## src/rtl/nhba_map.vh

```
`ifndef NHBA_MAP_VH
`define NHBA_MAP_VH
`define NHBA_REG_CTRL 4'h0
`define NHBA_REG_ADDRLO 4'h1
`define NHBA_REG_ADDRHI 4'h2
`define NHBA_REG_DATA 4'h3
`define NHBA_REG_STAT 4'h4
`define NHBA_REG_IRQ 4'h5
`define NHBA_REG_MASK 4'h6
`define NHBA_REG_RDATA 4'h7
`define NHBA_CMD_RESET 8'hFF
`define NHBA_CMD_STATUS 8'h70
`define NHBA_CMD_STATUS_ENH 8'h78
`define NHBA_PAGE_BYTES 13'h1100
`define NHBA_MAIN_BYTES 13'h1000
`define NHBA_SPARE_BYTES 13'h0100
`define NHBA_BLOCK_PAGES 7'h40
`define NHBA_CA12_BIT 12
`define NHBA_CTRL_GO 0
`define NHBA_CTRL_WP 1
`define NHBA_CTRL_CE 2
`define NHBA_CTRL_LOCK 3
`define NHBA_KIND_CMD 2'h0
`define NHBA_KIND_ADDR 2'h1
`define NHBA_KIND_WDATA 2'h2
`define NHBA_KIND_RDATA 2'h3
`define NHBA_ST_READY 0
`define NHBA_ST_INIT 1
`define NHBA_ST_ERR 2
`define NHBA_IRQ_DONE 0
`define NHBA_IRQ_RDY 1
`define NHBA_IRQ_ERR 2
`define NHBA_STROBE_CYC 4'h2
`endif

```

## src/rtl/nhba_addr_pack.v

```verilog
`timescale 1ns/1ps
`include "nhba_map.vh"
// ----------------------------------------------------------------
// Address byte packer.
// ----------------------------------------------------------------
module nhba_addr_pack
(
    columnAddr,
    pageAddr,
    blockAddr,
    byteIdx,
    addrByte,
    addrBad
);
    input wire [12:0] columnAddr;
    input wire [5:0] pageAddr;
    input wire [16:0] blockAddr;
    input wire [2:0] byteIdx;
    output reg [7:0] addrByte;
    output wire addrBad;

    assign addrBad = columnAddr[`NHBA_CA12_BIT] &
        (|columnAddr[11:8]);

    always @*
    begin
        case (byteIdx)
            3'h0: addrByte = columnAddr[7:0];
            3'h1: addrByte = {3'h0, columnAddr[12:8]};
            3'h2: addrByte = {blockAddr[1:0], pageAddr};
            3'h3: addrByte = blockAddr[9:2];
            3'h4: addrByte = {7'h00, blockAddr[10]};
            default: addrByte = 8'h00;
        endcase
    end
endmodule

```

## src/rtl/nhba_host.v

```verilog
// Our own choices: the AXI4-Lite interface to the registers and the address map.
`timescale 1ns/1ps
`include "nhba_map.vh"
// Functional notes
// - Reset command is sent first after power-up before anything else; the host blocks only other commands, not address or data cycles.
// - Commands, addresses and data share one 8-bit two-way bus.
// - Lock strap high at power-up enables block lock; low disables.
// - Page is 4096 plus 256 bytes; block holds 64 pages.
// - Five address bytes: column low, column high, page+block, block, block.
// - When column bit 12 is set, column bits 11..8 are zero.
// - Command latched on write strobe rise, CE low, CLE high, ALE low.
// - Address latched on write strobe rise, CE low, ALE high, CLE low.
module nhba_host
#(
    parameter ADDR_W = 5
)
(
    clock,
    sys_rst,
    s_axi_awaddr,
    s_axi_awvalid,
    s_axi_awready,
    s_axi_wdata,
    s_axi_wstrb,
    s_axi_wvalid,
    s_axi_wready,
    s_axi_bresp,
    s_axi_bvalid,
    s_axi_bready,
    s_axi_araddr,
    s_axi_arvalid,
    s_axi_arready,
    s_axi_rdata,
    s_axi_rresp,
    s_axi_rvalid,
    s_axi_rready,
    ioIn,
    ioOut,
    ioOe,
    chipSel0_n,
    chipSel1_n,
    cmdLatch,
    addrLatch,
    writeStrobe_n,
    read_strobe_n,
    writeGuard_n,
    lockStrap,
    readyBusy0_n,
    readyBusy1_n,
    irq
);
    input wire clock;
    input wire sys_rst;
    input wire [ADDR_W-1:0] s_axi_awaddr;
    input wire s_axi_awvalid;
    output wire s_axi_awready;
    input wire [31:0] s_axi_wdata;
    input wire [3:0] s_axi_wstrb;
    input wire s_axi_wvalid;
    output wire s_axi_wready;
    output wire [1:0] s_axi_bresp;
    output reg s_axi_bvalid;
    input wire s_axi_bready;
    input wire [ADDR_W-1:0] s_axi_araddr;
    input wire s_axi_arvalid;
    output wire s_axi_arready;
    output reg [31:0] s_axi_rdata;
    output reg [1:0] s_axi_rresp;
    output reg s_axi_rvalid;
    input wire s_axi_rready;
    input wire [7:0] ioIn;
    output reg [7:0] ioOut;
    output reg ioOe;
    output reg chipSel0_n;
    output reg chipSel1_n;
    output reg cmdLatch;
    output reg addrLatch;
    output reg writeStrobe_n;
    output reg read_strobe_n;
    output reg writeGuard_n;
    output reg lockStrap;
    input wire readyBusy0_n;
    input wire readyBusy1_n;
    output wire irq;

    localparam S_IDLE = 3'h0;
    localparam S_SETUP = 3'h1;
    localparam S_PULSE = 3'h2;
    localparam S_HOLD = 3'h3;
    localparam S_DONE = 3'h4;

    reg [2:0] state_r;
    reg [3:0] cnt_r;
    reg [1:0] kind_r;
    reg [2:0] addrIdx_r;
    reg [7:0] byte_r;
    reg [7:0] rdByte_r;
    reg target_r;
    reg initDone_r;
    reg errEv_r;
    reg doneEv_r;
    reg [12:0] columnAddr;
    reg [5:0] page_addr_r;
    reg [16:0] blockAddr_r;
    reg [7:0] cmdByte_r;
    reg awHeld_r;
    reg wHeld_r;
    reg [ADDR_W-1:0] awAddr_r;
    reg [31:0] wData_r;
    reg rdyPrev_r;
    wire [7:0] packByte;
    wire addrBad;
    wire [2:0] irqStat;
    wire [2:0] irqMask;
    wire wrFire;
    wire [3:0] wIdx;
    wire [3:0] rIdx;
    wire selReady;
    wire goReq;
    wire cmdOk;

    // ------------------------------------------------------------
    // Register bus.
    // ------------------------------------------------------------
    assign s_axi_awready = ~awHeld_r & ~s_axi_bvalid;
    assign s_axi_wready = ~wHeld_r & ~s_axi_bvalid;
    assign s_axi_arready = ~s_axi_rvalid;
    assign s_axi_bresp = 2'h0;
    assign wrFire = awHeld_r & wHeld_r;
    assign wIdx = {1'b0, awAddr_r[ADDR_W-1:2]};
    assign rIdx = {1'b0, s_axi_araddr[ADDR_W-1:2]};
    assign selReady = target_r ? readyBusy1_n : readyBusy0_n;
    assign goReq = wrFire && wIdx == `NHBA_REG_CTRL &&
        wData_r[`NHBA_CTRL_GO] && state_r == S_IDLE;
    // Commands: before the reset command only reset goes; while busy only reset and status go.
    assign cmdOk = (kind_r != `NHBA_KIND_CMD) ||
        (cmdByte_r == `NHBA_CMD_RESET) ||
        (initDone_r && ((wData_r[`NHBA_CTRL_CE] ? readyBusy1_n :
        readyBusy0_n) ||
        cmdByte_r == `NHBA_CMD_STATUS ||
        cmdByte_r == `NHBA_CMD_STATUS_ENH));

    always @(posedge clock)
    begin
        if (sys_rst)
        begin
            awHeld_r <= 1'b0;
            wHeld_r <= 1'b0;
            awAddr_r <= {ADDR_W{1'b0}};
            wData_r <= 32'h00000000;
            s_axi_bvalid <= 1'b0;
            s_axi_rvalid <= 1'b0;
            s_axi_rdata <= 32'h00000000;
            s_axi_rresp <= 2'h0;
        end
        else
        begin
            if (s_axi_awvalid && s_axi_awready)
            begin
                awHeld_r <= 1'b1;
                awAddr_r <= s_axi_awaddr;
            end
            if (s_axi_wvalid && s_axi_wready)
            begin
                wHeld_r <= 1'b1;
                wData_r <= s_axi_wdata;
            end
            if (wrFire)
            begin
                awHeld_r <= 1'b0;
                wHeld_r <= 1'b0;
                s_axi_bvalid <= 1'b1;
            end
            else if (s_axi_bready)
                s_axi_bvalid <= 1'b0;
            if (s_axi_arvalid && s_axi_arready)
            begin
                s_axi_rvalid <= 1'b1;
                s_axi_rresp <= 2'h0;
                case (rIdx)
                    `NHBA_REG_CTRL: s_axi_rdata <= {28'h0, lockStrap,
                        target_r, ~writeGuard_n, 1'b0};
                    `NHBA_REG_ADDRLO: s_axi_rdata <= {13'h0,
                        page_addr_r, columnAddr};
                    `NHBA_REG_ADDRHI: s_axi_rdata <= {15'h0,
                        blockAddr_r};
                    `NHBA_REG_DATA: s_axi_rdata <= {22'h0, kind_r,
                        cmdByte_r};
                    `NHBA_REG_STAT: s_axi_rdata <= {27'h0, readyBusy1_n,
                        readyBusy0_n, errEv_r, initDone_r,
                        state_r == S_IDLE};
                    `NHBA_REG_IRQ: s_axi_rdata <= {29'h0, irqStat};
                    `NHBA_REG_MASK: s_axi_rdata <= {29'h0, irqMask};
                    `NHBA_REG_RDATA: s_axi_rdata <= {24'h0, rdByte_r};
                    default:
                    begin
                        s_axi_rdata <= 32'h00000000;
                        s_axi_rresp <= 2'h2;
                    end
                endcase
            end
            else if (s_axi_rready)
                s_axi_rvalid <= 1'b0;
        end
    end

    // ------------------------------------------------------------
    // Host configuration registers.
    // ------------------------------------------------------------
    always @(posedge clock)
    begin
        if (sys_rst)
        begin
            writeGuard_n <= 1'b0;
            lockStrap <= 1'b0;
            target_r <= 1'b0;
            columnAddr <= 13'h0000;
            page_addr_r <= 6'h00;
            blockAddr_r <= 17'h00000;
            cmdByte_r <= 8'h00;
            kind_r <= `NHBA_KIND_CMD;
        end
        else if (wrFire && state_r == S_IDLE)
        begin
            case (wIdx)
                `NHBA_REG_CTRL:
                begin
                    writeGuard_n <= ~wData_r[`NHBA_CTRL_WP];
                    target_r <= wData_r[`NHBA_CTRL_CE];
                    lockStrap <= wData_r[`NHBA_CTRL_LOCK];
                end
                `NHBA_REG_ADDRLO:
                begin
                    columnAddr <= wData_r[12:0];
                    page_addr_r <= wData_r[18:13];
                end
                `NHBA_REG_ADDRHI: blockAddr_r <= wData_r[16:0];
                `NHBA_REG_DATA:
                begin
                    cmdByte_r <= wData_r[7:0];
                    kind_r <= wData_r[9:8];
                end
                default:
                begin
                end
            endcase
        end
    end

    // ------------------------------------------------------------
    // Bus cycle sequencer.
    // ------------------------------------------------------------
    nhba_addr_pack uPack
    (
        .columnAddr(columnAddr),
        .pageAddr(page_addr_r),
        .blockAddr(blockAddr_r),
        .byteIdx(addrIdx_r),
        .addrByte(packByte),
        .addrBad(addrBad)
    );

    always @(posedge clock)
    begin
        if (sys_rst)
        begin
            state_r <= S_IDLE;
            cnt_r <= 4'h0;
            addrIdx_r <= 3'h0;
            byte_r <= 8'h00;
            rdByte_r <= 8'h00;
            initDone_r <= 1'b0;
            errEv_r <= 1'b0;
            doneEv_r <= 1'b0;
            ioOut <= 8'h00;
            ioOe <= 1'b0;
            chipSel0_n <= 1'b1;
            chipSel1_n <= 1'b1;
            cmdLatch <= 1'b0;
            addrLatch <= 1'b0;
            writeStrobe_n <= 1'b1;
            read_strobe_n <= 1'b1;
        end
        else
        begin
            doneEv_r <= 1'b0;
            case (state_r)
                S_IDLE:
                begin
                    if (goReq)
                    begin
                        if (!cmdOk || (kind_r == `NHBA_KIND_ADDR &&
                            addrBad))
                        begin
                            errEv_r <= 1'b1;
                            doneEv_r <= 1'b1;
                        end
                        else
                        begin
                            errEv_r <= 1'b0;
                            addrIdx_r <= 3'h0;
                            state_r <= S_SETUP;
                        end
                    end
                end
                S_SETUP:
                begin
                    chipSel0_n <= target_r;
                    chipSel1_n <= ~target_r;
                    cmdLatch <= kind_r == `NHBA_KIND_CMD;
                    addrLatch <= kind_r == `NHBA_KIND_ADDR;
                    ioOe <= kind_r != `NHBA_KIND_RDATA;
                    ioOut <= kind_r == `NHBA_KIND_ADDR ? packByte :
                        cmdByte_r;
                    writeStrobe_n <= kind_r == `NHBA_KIND_RDATA;
                    read_strobe_n <= kind_r != `NHBA_KIND_RDATA;
                    cnt_r <= `NHBA_STROBE_CYC;
                    state_r <= S_PULSE;
                end
                S_PULSE:
                begin
                    if (cnt_r != 4'h0)
                        cnt_r <= cnt_r - 4'h1;
                    else
                    begin
                        writeStrobe_n <= 1'b1;
                        read_strobe_n <= 1'b1;
                        if (kind_r == `NHBA_KIND_RDATA)
                            rdByte_r <= ioIn;
                        cnt_r <= `NHBA_STROBE_CYC;
                        state_r <= S_HOLD;
                    end
                end
                S_HOLD:
                begin
                    if (cnt_r != 4'h0)
                        cnt_r <= cnt_r - 4'h1;
                    else if (kind_r == `NHBA_KIND_ADDR &&
                        addrIdx_r != 3'h4)
                    begin
                        addrIdx_r <= addrIdx_r + 3'h1;
                        state_r <= S_SETUP;
                    end
                    else
                        state_r <= S_DONE;
                end
                S_DONE:
                begin
                    cmdLatch <= 1'b0;
                    addrLatch <= 1'b0;
                    ioOe <= 1'b0;
                    chipSel0_n <= 1'b1;
                    chipSel1_n <= 1'b1;
                    if (kind_r == `NHBA_KIND_CMD &&
                        cmdByte_r == `NHBA_CMD_RESET)
                        initDone_r <= 1'b1;
                    doneEv_r <= 1'b1;
                    state_r <= S_IDLE;
                end
                default: state_r <= S_IDLE;
            endcase
        end
    end

    // ------------------------------------------------------------
    // Interrupts.
    // ------------------------------------------------------------
    always @(posedge clock)
    begin
        if (sys_rst)
            rdyPrev_r <= 1'b1;
        else
            rdyPrev_r <= selReady;
    end

    nhba_irq #(.N(3)) uIrq
    (
        .clock(clock),
        .sys_rst(sys_rst),
        .events({errEv_r & doneEv_r, selReady & ~rdyPrev_r, doneEv_r}),
        .readClr(s_axi_arvalid && s_axi_arready &&
            rIdx == `NHBA_REG_IRQ),
        .maskIn(wData_r[2:0]),
        .maskWr(wrFire && wIdx == `NHBA_REG_MASK),
        .status(irqStat),
        .mask(irqMask),
        .irq(irq)
    );
endmodule

```

## src/rtl/nhba_irq.v

```verilog
`timescale 1ns/1ps
`include "nhba_map.vh"
// ----------------------------------------------------------------
// Sticky event bits with mask and read clear.
// ----------------------------------------------------------------
module nhba_irq
#(
    parameter N = 3
)
(
    clock,
    sys_rst,
    events,
    readClr,
    maskIn,
    maskWr,
    status,
    mask,
    irq
);
    input wire clock;
    input wire sys_rst;
    input wire [N-1:0] events;
    input wire readClr;
    input wire [N-1:0] maskIn;
    input wire maskWr;
    output reg [N-1:0] status;
    output reg [N-1:0] mask;
    output wire irq;

    assign irq = |(status & mask);

    always @(posedge clock)
    begin
        if (sys_rst)
        begin
            status <= {N{1'b0}};
            mask <= {N{1'b0}};
        end
        else
        begin
            status <= (readClr ? {N{1'b0}} : status) | events;
            if (maskWr)
                mask <= maskIn;
        end
    end
endmodule

```

## config.mk

```make
export PLATFORM = sky130hd
export DESIGN_NAME = nhba_host
export DESIGN_NICKNAME = d
export VERILOG_FILES = /design/src/rtl/nhba_addr_pack.v /design/src/rtl/nhba_host.v /design/src/rtl/nhba_irq.v
export VERILOG_INCLUDE_DIRS = /design/src /design/src/rtl
export SDC_FILE = /design/constraint.sdc
export NUM_CORES = 1
export LEC_CHECK = 0
export ABC_AREA = 0
export BUFFER_PORTS_ARGS = -buffer_cell sky130_fd_sc_hd__buf_2
export CORE_MARGIN = 3
export CORE_UTILIZATION = 60
export CTS_CLUSTER_SIZE = 28
export DETAILED_ROUTE_END_ITERATION = 7
export GPL_TIMING_DRIVEN = 1
export HOLD_SLACK_MARGIN = 0.12
export MAX_ROUTING_LAYER = met4
export PLACE_DENSITY = 0.86
export SKIP_CTS_REPAIR_TIMING = 1
export SYNTH_ARGS = -nofsm -noshare
export SYNTH_HDL_FRONTEND = slang
export SYNTH_HIERARCHICAL = 1
export SYNTH_SLANG_ARGS = --single-unit
export TNS_END_PERCENT = 50
```

## constraint.sdc

```tcl
create_clock -name clock -period 2.68 [get_ports clock]
set_input_delay 0.268 -clock clock [delete_from_list [all_inputs] [get_ports clock]]
set_output_delay 0.268 -clock clock [all_outputs]
set_load 0.1 [all_outputs]
```

; ---- Word level (Yosys, flattened, before mapping)
; Cells that the tools add are included.
; W data, S select, Z words.
[op_classes]
n_addsub = 2
mul = 0
div_mod_pow = 0
order_cmp = 0
n_eq_ne = 32
shifts = 0
muxes = 36
n_bitwise = 17
n_reduce_logical = 47
[op_table]
columns = operator, n
row1 = $pmux W19 S8, 1
row2 = $pmux W8 S5, 1
row3 = $mux W3, 10
row4 = $eq A3 B2 Y1 const B, 8
row5 = $eq A3 B3 Y1 const B, 7
row6 = $eq A8 B7 Y1 const B, 2
row7 = $pmux W1 S2, 8
row8 = $reduce_and A2 Y1, 8
row9 = $ne A2 B2 Y1 const B, 7
row10 = $logic_and A1 B1 Y1, 13
row11 = $eq A3 B1 Y1 const B, 4
row12 = $pmux W3 S4, 1
row13 = $pmux W4 S3, 1
row14 = $reduce_bool A2 Y1, 6
row15 = $mux W1, 9
row16 = $not A1 Y1, 9
row17 = $eq A8 B8 Y1 const B, 1
row18 = $logic_not A4 Y1, 2
row19 = $mux W4, 2
row20 = $mux W8, 1
row21 = $reduce_or A8 Y1, 1
row22 = $and A1 B1 Y1, 6
row23 = $logic_not A3 Y1, 2
row24 = $pmux W3 S2, 1
row25 = other kinds (19), 23
[totals]
ff_bits = 154
latch_bits = 0
ramBits = 0
romBits = 0
in_bits = 63
elab_cells = 168
memories = 0

; ---- Depth between registers and ports, before layout
; Gate-level depths: netlist of the first run.
[logic_depth]
depth_word = 10
mapped_depth = 7

; ---- Cells and area by module
; Netlist of the first run, hierarchy kept.
[modules_own_cells]
columns = module, instances, cells_each, area_per_inst_um2
row1 = nhba_host, 1, 667, 5821.8
row2 = nhba_addr_pack, 1, 28, 305.3
row3 = nhba_irq, 1, 23, 220.2

; ---- Worst setup path after synthesis of the first run
; Ideal clock, no wire load.
[synth_path]
path_type = reg-to-reg
from = reg s_axi_bvalid
to = reg wData_r[18]
setup_ns = 0.071
arrival_ns = 3.124
setup_slack_ns = -0.515
stages_incl_launch_ff = 7
synth_period_minus_slack_ns = 3.195
cell_sequence = dfxtp_1 > nor2_1 > and2_1 > clkbuf_1 > clkbuf_1 > nand2_1 > a21oi_1
[synth_between]
elab_chain_len = 3
[synth_rtl]
columns = element, line_no
row1 = from (decl), nhba_host.v:62  ; output reg s_axi_bvalid;
row2 = from (signal assigned), nhba_host.v:151  ; s_axi_bvalid <= 1'b0;
row3 = from (signal assigned), nhba_host.v:172  ; s_axi_bvalid <= 1'b1;
row4 = from (signal assigned), nhba_host.v:175  ; s_axi_bvalid <= 1'b0;
row5 = $not A1 Y1, nhba_host.v:126  ; assign s_axi_wready = ~wHeld_r & ~s_axi_bvalid;
row6 = $and A1 B1 Y1, nhba_host.v:126
row7 = via s_axi_wready, nhba_host.v:60  ; output wire s_axi_wready;
row8 = $logic_and A1 B1 Y1, nhba_host.v:163  ; if (s_axi_wvalid && s_axi_wready)
row9 = to (signal assigned), nhba_host.v:166  ; wData_r <= s_axi_wdata;
row10 = to (decl), nhba_host.v:109  ; reg [31:0] wData_r;
; The timed path passes the listed nets, and every way through them passes these cells.
; A chain may end at the register's enable or synchronous reset.

; ---- Worst setup path in the final report of the first run
[layout_path]
from = reg kind_r[1]
to = reg doneEv_r
[layout_between]
elab_chain_len = 8
elab_cells_between_ends = 10
cone_classes = eq/ne (1) / mux (3) / reduce/logical (6)
[layout_rtl]
columns = element, line_no
row1 = from (decl), nhba_host.v:94  ; reg [1:0] kind_r;
row2 = from (signal assigned), nhba_host.v:221  ; kind_r <= `NHBA_KIND_CMD;
row3 = from (signal assigned), nhba_host.v:241  ; kind_r <= wData_r[9:8];
row4 = $reduce_bool A2 Y1 (no source line), -
row5 = $logic_or A1 B1 Y1 (2 in a row), nhba_host.v:136  ; assign cmdOk = (kind_r != `NHBA_KIND_CMD) ||
row6 = $logic_not A1 Y1, nhba_host.v:292  ; if (!cmdOk || (kind_r == `NHBA_KIND_ADDR &&
row7 = $logic_or A1 B1 Y1 *, nhba_host.v:292
row8 = $mux W1 *, nhba_host.v:292
row9 = $mux W1 *, nhba_host.v:290  ; if (goReq)
row10 = $pmux W1 S2 *, nhba_host.v:287  ; case (state_r)
row11 = to (signal assigned), nhba_host.v:274  ; doneEv_r <= 1'b0;
row12 = to (signal assigned), nhba_host.v:286  ; doneEv_r <= 1'b0;
row13 = to (signal assigned), nhba_host.v:296  ; doneEv_r <= 1'b1;
row14 = to (decl), nhba_host.v:101  ; reg doneEv_r;
; Mark *: on every way between the ends. The rest lies on a longest branch, timed or not.

==> reports/qor.txt, run 1 <==
status = finished, final reports clean
P per Cell Area = 653 nW/um^2
CTS Root Cell = clkbuf_8
Final Wtd Congestion = 0.966
Logic pwr share = 11.4%
crit path max fanout = 9
Num CTS Buffers = 17
slowest cell delay on critical path = 0.76 ns
VDD IR-drop max = 420 uV
Buf+Inv Stages, Crit Path = 0
Vias = 5,810
num rows = 36
RSZ-0062 raised after global routing = no
DRT iter0 DRCs = 594
synth cell count leaders = 138 x dfxtp_1, 93 x nand2_1, 93 x nor2_1, 60 x a21oi_1, 60 x mux2i_1
pin count of the biggest net entering global routing = 89
FF/Latch Area = 2760 um^2
clk buf depth = 2
ranking of synthesized cells by area = dfxtp_1 44%, mux2i_1 9.5%, nand2_1 5.5%, nor2_1 5.5%, a21oi_1 4.7%
Hold Crit Class = input port to register
fin area = 7680 um^2
Clock Pin Slew Worst Setup and Hold Paths = 0.06 ns
Synth area leader = dfxtp_1
syn avg cell area = 8.84 um^2
Tot GR Track Use = 30.3%
NumNets Final = 884
sequential area share after synthesis = 43.5%
critical path class = register to register
layout cells sized above 1 = 19.4%
first-pass GRT wire length = 26,800 um
worst hold slack = 0.191 ns
Worst-Skew Late Latency = 0.54 ns
Post-synth EDFFs = 0
CP arrival = 2.50 ns
static leakage = 3.06 nW
Worst path slowest cell = a221oi_1
Die Ht = 109 um
die area = 11,800 um^2
CP endpoint kind = register
Routed WL per cell = 18.8 um
fin. max-slew vios = 0
Synth Warn # = 6
placed cell count = 896
FILL cells = 681
post-synth top area share = 43.5%
Reg power frac = 42.8%
min Tclk post-route = 2.15 ns
synthesis-to-finish area growth = 21.0%
fmax = 465 MHz
Synth Register Bits = 138
Initial Utilization = 63.2%
remaining global-route overflow = 0
main flop type after synthesis = dfxtp_1
utilization after layout = 76.4%
area post-placement = 6750 um^2
number of global-route vias before repair = 5,237
detailed placer's ending HPWL = 11,800 um
final worst-path cycle share = 80.2%
Clock Sinks = 138
Via-to-Cell Ratio = 6.03
multi-input logic area = 3220 um^2
Synth Instances = 718
Sw Pwr = 1.48 mW
Internal = 3.54 mW
Worst Skew = 0.0132 ns
Post-route DRC = 0
drt pass-1 iters = 5
Die Width = 109 um
final setup fails = 0
Clock Power Share = 45.8%
critical-path cell list = nor2_1, a21boi_0, a221oi_1, o21ai_0
# diodes = 0
Core Footprint = 10,000 um^2
setup TNS = 0 ns
maxcap violations = 0
Detail Route Antenna Nets = 0
Hold Vio Cnt, Final = 0
count leader, synth = dfxtp_1
sw frac = 29.5%
Rel. slew slack = 42.0%
H-tree levels = 4
initial antenna violation count = 0
critical path startpoint category = register
Req. time, crit path = 3.03 ns
Synth cell types = 66
TritonCTS clock tree = yes
final std cells w/o fill = 963
Synth Cell Area = 6350 um^2
CP top delay family = compound AO/OA/AOI/OAI gates
asr flop ratio synth = 0%
Total Wirelength = 18,100 um
Port Buf Inserts = 84
worst-margin pin slew = 0.869 ns
I/O Pins = 122
## per-stage QoR
step | total power, mW | setup slack, ns
CTS | 4.97 | 0.715
global placement | 2.70 | 0.824
finish | 5.02 | 0.531
global route | 5.16 | 0.403
floorplan | 2.63 | 0.0842
detailed placement | 2.71 | 0.742
## cell type report
cell class,count,share of cell area [%]
multi-input combinational,510,42.0
tap,133,2.17
clock inverter,14,1.94
inverter,18,0.880
sequential,138,36.0
timing repair buffer,132,11.5
clock buffer,18,5.57
## per-layer routing
metal / up-vias / global-route usage (%) / routed length, um
met5: - / - / 0
met4: 0 / 11.9 / 638
met3: 67 / 6.63 / 1560
met2: 329 / 46.2 / 8700
met1: 2727 / 39.2 / 7250
li1: 2687 / - / -
## worst paths after layout
kind,cells past startpoint,from,to,slack (ns)
worst max-delay path,4,kind_r[1],doneEv_r,0.53
worst min-delay path,2,sys_rst,rdByte_r[2],0.19
worst max register to register,4,kind_r[1],doneEv_r,0.53
worst min register to register,2,wData_r[17],wData_r[17],0.46
## cell usage in the layout, fill, tap and decap left out, types with 3 or more instances in the layout
master	n
a22oi_1	10
nand4_1	5
ha_1	4
clkbuf_16	16
nor2b_4	4
o21ai_0	8
nor3b_1	5
inv_6	6
a22o_1	4
nor3_1	17
or3_1	3
and3_1	4
mux4_2	6
conb_1	16
nand2b_1	9
nor2b_1	7
mux2_2	11
inv_1	18
nor2_1	92
and2_1	4
dfxtp_1	138
buf_2	83
o21bai_1	3
a211oi_1	11
buf_4	13
mux2i_1	60
a21oi_1	60
nand3b_1	5
nand2_1	93
a221oi_1	16
nand3_1	10
dlygate4sd3_1	35
inv_8	4
## sequential cells by signal, summed over array words and instances (netlist names), 6 cells and up
signal,count
blockAddr_r,17
cmdByte_r,8
columnAddr,13
ioOut,8
page_addr_r,6
rdByte_r,8
s_axi_rdata,19
wData_r,19
## power by group through the flow
stage / Clock (mW) / Combinational [mW] / Sequential [mW]
after floorplan: 0 / 0.324 / 2.30
after global placement: 0 / 0.515 / 2.19
after detailed placement: 0 / 0.523 / 2.19
after CTS: 2.30 / 0.526 / 2.14
after global routing: 2.40 / 0.607 / 2.15
final: 2.30 / 0.572 / 2.15
## cells by family (layout without fill, tap and decap cells)
| kind of cell | after synthesis | in the layout | share of synthesized area (%) |
|---|---|---|---|
| AND/OR/NAND/NOR | 275 | 275 | 20.6 |
| flip-flops | 138 | 138 | 43.5 |
| AO/OA/AOI/OAI | 135 | 135 | 14.1 |
| buffers and inverters | 85 | 182 | 6.80 |
| multiplexers | 78 | 78 | 13.8 |
| adder cells (fa/ha/maj) | 4 | 4 | 0.789 |
| XOR/XNOR | 2 | 2 | 0.276 |
| other | 1 | 16 | 0.0591 |
Power figures use the tool's default switching activity.
==> run 2, diff against run 1 <==
ABC_AREA = 1   (was 0)
CORE_UTILIZATION = 55   (was 60)
PLACE_DENSITY = 0.8   (was 0.86)
clock period = 2 ns   (was 2.68 ns; I/O delays follow)
==> run 2 against run 1 <==
Synthesized cell count up 17%. Utilization down 7.1 points. Die area up 6.1%. Sequential power up 35%. Hold slack worse by 0.14 ns. Clock power up 35%. Non-clock buffer count down 3. Clock skew down 0.0059 ns. Final area down 1.3%. Flip-flop and latch count unchanged. Worst setup slack worse by 0.29 ns. Register-to-register slack worse by 0.29 ns. Largest cell class unchanged. Largest power group unchanged.
==> reports/qor.txt, run 2 <==
status = finished, final reports clean
max layer used = met4
Detail Route Antenna Nets = 0
Die Ht = 112 um
most used cell along the critical path = inv_1
Worst Skew = 0.00729 ns
Rel. slew slack = 65.9%
Synth Instances = 840
# diodes = 0
Die Width = 112 um
first-pass GRT wire length = 27,300 um
Clock Power Share = 45.0%
commonest non-fill, non-tap cell in the layout = dfxtp_1
wire length on met2 = 8000 um
DRT iter0 DRCs = 586
asr flop ratio synth = 0%
main flop type after synthesis = dfxtp_1
clk buf depth = 2
CTS Root Cell = clkbuf_16
initial antenna violation count = 0
Tot GR Track Use = 27.8%
fin. max-slew vios = 0
post-synth top area share = 44.6%
number of global-route vias before repair = 5,571
met3 WL = 1180 um
P per Cell Area = 910 nW/um^2
num rows = 38
Clock Pin Slew Worst Setup and Hold Paths = 0.06 ns
min Tclk post-route = 1.75 ns
Synth Area in Adders = 0.808%
post-synthesis mux area share = 0%
Sw Pwr = 1.94 mW
worst flop-to-flop path endpoint = rdByte_r[7]
CP endpoint kind = register
fraction of the mapped netlist area in compound gates = 22.2%
Clock Sinks = 138
crit path max fanout = 15
Hold Vio Cnt, Final = 0
final worst-path cycle share = 87.7%
Routed WL per cell = 15.5 um
Hold Path Stages = 3
worst r2r src = cnt_r[0]
Synth cell types = 42
Core Footprint = 10,900 um^2
pin count of the biggest net entering global routing = 35
Final Wtd Congestion = 0.945
Internal = 4.96 mW
number of cells on the worst reg-to-reg path = 9
sw frac = 28.2%
Post-synth EDFFs = 0
Synth Register Bits = 138
Min-Delay Startpoint = s_axi_wdata[13]
synth cell count leaders = 138 x dfxtp_1, 111 x nand2_1, 104 x nor2_1, 102 x inv_1, 99 x a21oi_1
Port Buf Inserts = 84
layout cells sized above 1 = 18.9%
Synth Warn # = 6
worst hold slack = 0.0527 ns
Synth area leader = dfxtp_1
Hold EP = wData_r[13]
critical path startpoint category = register
I/O Pins = 122
Vias = 6,011
setup TNS = 0 ns
synthesis-to-finish area growth = 22.3%
critical path class = register to register
Via-to-Cell Ratio = 5.45
remaining global-route overflow = 0
slowest cell delay on critical path = 0.32 ns
Worst-Skew Late Latency = 0.42 ns
combinational family with the most area after synthesis = compound AO/OA/AOI/OAI gates
Reg power frac = 42.2%
CP arrival = 2.05 ns
critical-path cell list = inv_1, ha_1, nand3_1, inv_1, nand2_1, nor2_1, inv_2, o21ai_0, a21oi_1
Synth Area in Simple Gates = 20.3%
sequential area share after synthesis = 44.6%
Critical Path Start = cnt_r[0]
worst reg-to-reg setup slack = 0.25 ns
maxcap violations = 0
TritonCTS clock tree = yes
static leakage = 3.27 nW
XOR/XNOR Fraction of Synth Area = 0.283%
final setup fails = 0
Synth Cell Area = 6200 um^2
worst-margin pin slew = 0.509 ns
RSZ-0062 raised after global routing = no
Initial Utilization = 56.7%
Logic pwr share = 12.8%
top flop regs = s_axi_rdata: 19 flops, wData_r: 19 flops, blockAddr_r: 17 flops
detailed placer's ending HPWL = 11,600 um
FILL cells = 936
Worst path slowest cell = dfxtp_1
fmax = 570 MHz
ranking of synthesized cells by area = dfxtp_1 45%, a21oi_1 8.0%, o21ai_0 7.7%, nand2_1 6.7%, nor2_1 6.3%
VDD IR-drop max = 914 uV
Req. time, crit path = 2.30 ns
Hold Crit Class = input port to register
wl on met1 = 7340 um
Num CTS Buffers = 17
drt pass-1 iters = 7
die area = 12,600 um^2
commonest cells after routing, fill and taps aside = 136 x dfxtp_1, 110 x nand2_1, 102 x nor2_1
H-tree levels = 4
NumNets Final = 1,017
syn avg cell area = 7.38 um^2
Total Wirelength = 17,100 um
count leader, synth = dfxtp_1
Post-route DRC = 0
-- run 2: per-stage QoR --
step | std cells | util, % | total power, mW | instance area, um^2 | worst slack [ns]
floorplan | 855 | - | 3.64 | 6280 | 0.0385
global placement | 1046 | 61.7 | 3.80 | 6740 | 0.311
detailed placement | 1046 | 61.7 | 3.81 | 6740 | 0.237
CTS | 1077 | 67.0 | 6.87 | 7330 | 0.148
global route | 1102 | 69.3 | 7.10 | 7580 | 0.0652
finish | 1102 | 69.3 | 6.90 | 7580 | 0.246
-- run 2: critical path: cells and delay by family (launching register included) --
kind | cells | cell delay, ns
AOI/OAI and AO/OA | 2 | 0.29
and+or+nand+nor | 3 | 0.48
DFF | 1 | 0.32
buffers and inverters | 3 | 0.37
adders and majority gates | 1 | 0.16
-- run 2: logic make-up after synthesis --
kind of cell / Yosys count
flops: 138
compound gates: 247
simple gates: 284
buf+inv: 164
fa+ha+maj: 4
xor+xnor: 2
other cells: 1
-- run 2: area by class of cell --
class / instances / area, um^2 / area share, %
Sequential cell: 138 / 2770 / 36.5
Timing Repair Buffer: 129 / 846 / 11.2
Inverter: 111 / 422 / 5.56
Clock inverter: 11 / 121 / 1.60
Multi-Input combinational cell: 553 / 2780 / 36.7
Clock buffer: 20 / 467 / 6.16
Tap cell: 140 / 175 / 2.31
-- run 2: worst max path at each step --
| stage | endpoint | slack (ns) | cells after the start |
|---|---|---|---|
| after floorplan | s_axi_rdata[12] | 0.04 | 6 |
| after global placement | rdByte_r[2] | 0.31 | 9 |
| after detailed placement | rdByte_r[7] | 0.24 | 9 |
| after CTS | rdByte_r[7] | 0.15 | 9 |
| after global routing | rdByte_r[7] | 0.07 | 9 |
| final | rdByte_r[7] | 0.25 | 9 |
-- run 2: metal layers --
metal / GRT usage (%) / up-vias
met3: 6.31 / 47
li1: - / 2975
met5: - / -
met1: 34.3 / 2730
met4: 10.6 / 0
met2: 44.4 / 259
-- run 2: power groups by stage --
stage | clock network, mW | registers, mW | logic (mW)
floorplan | 0 | 3.17 | 0.469
global placement | 0 | 2.97 | 0.830
detailed placement | 0 | 2.97 | 0.837
CTS | 3.11 | 2.91 | 0.843
global route | 3.23 | 2.92 | 0.946
finish | 3.10 | 2.91 | 0.886
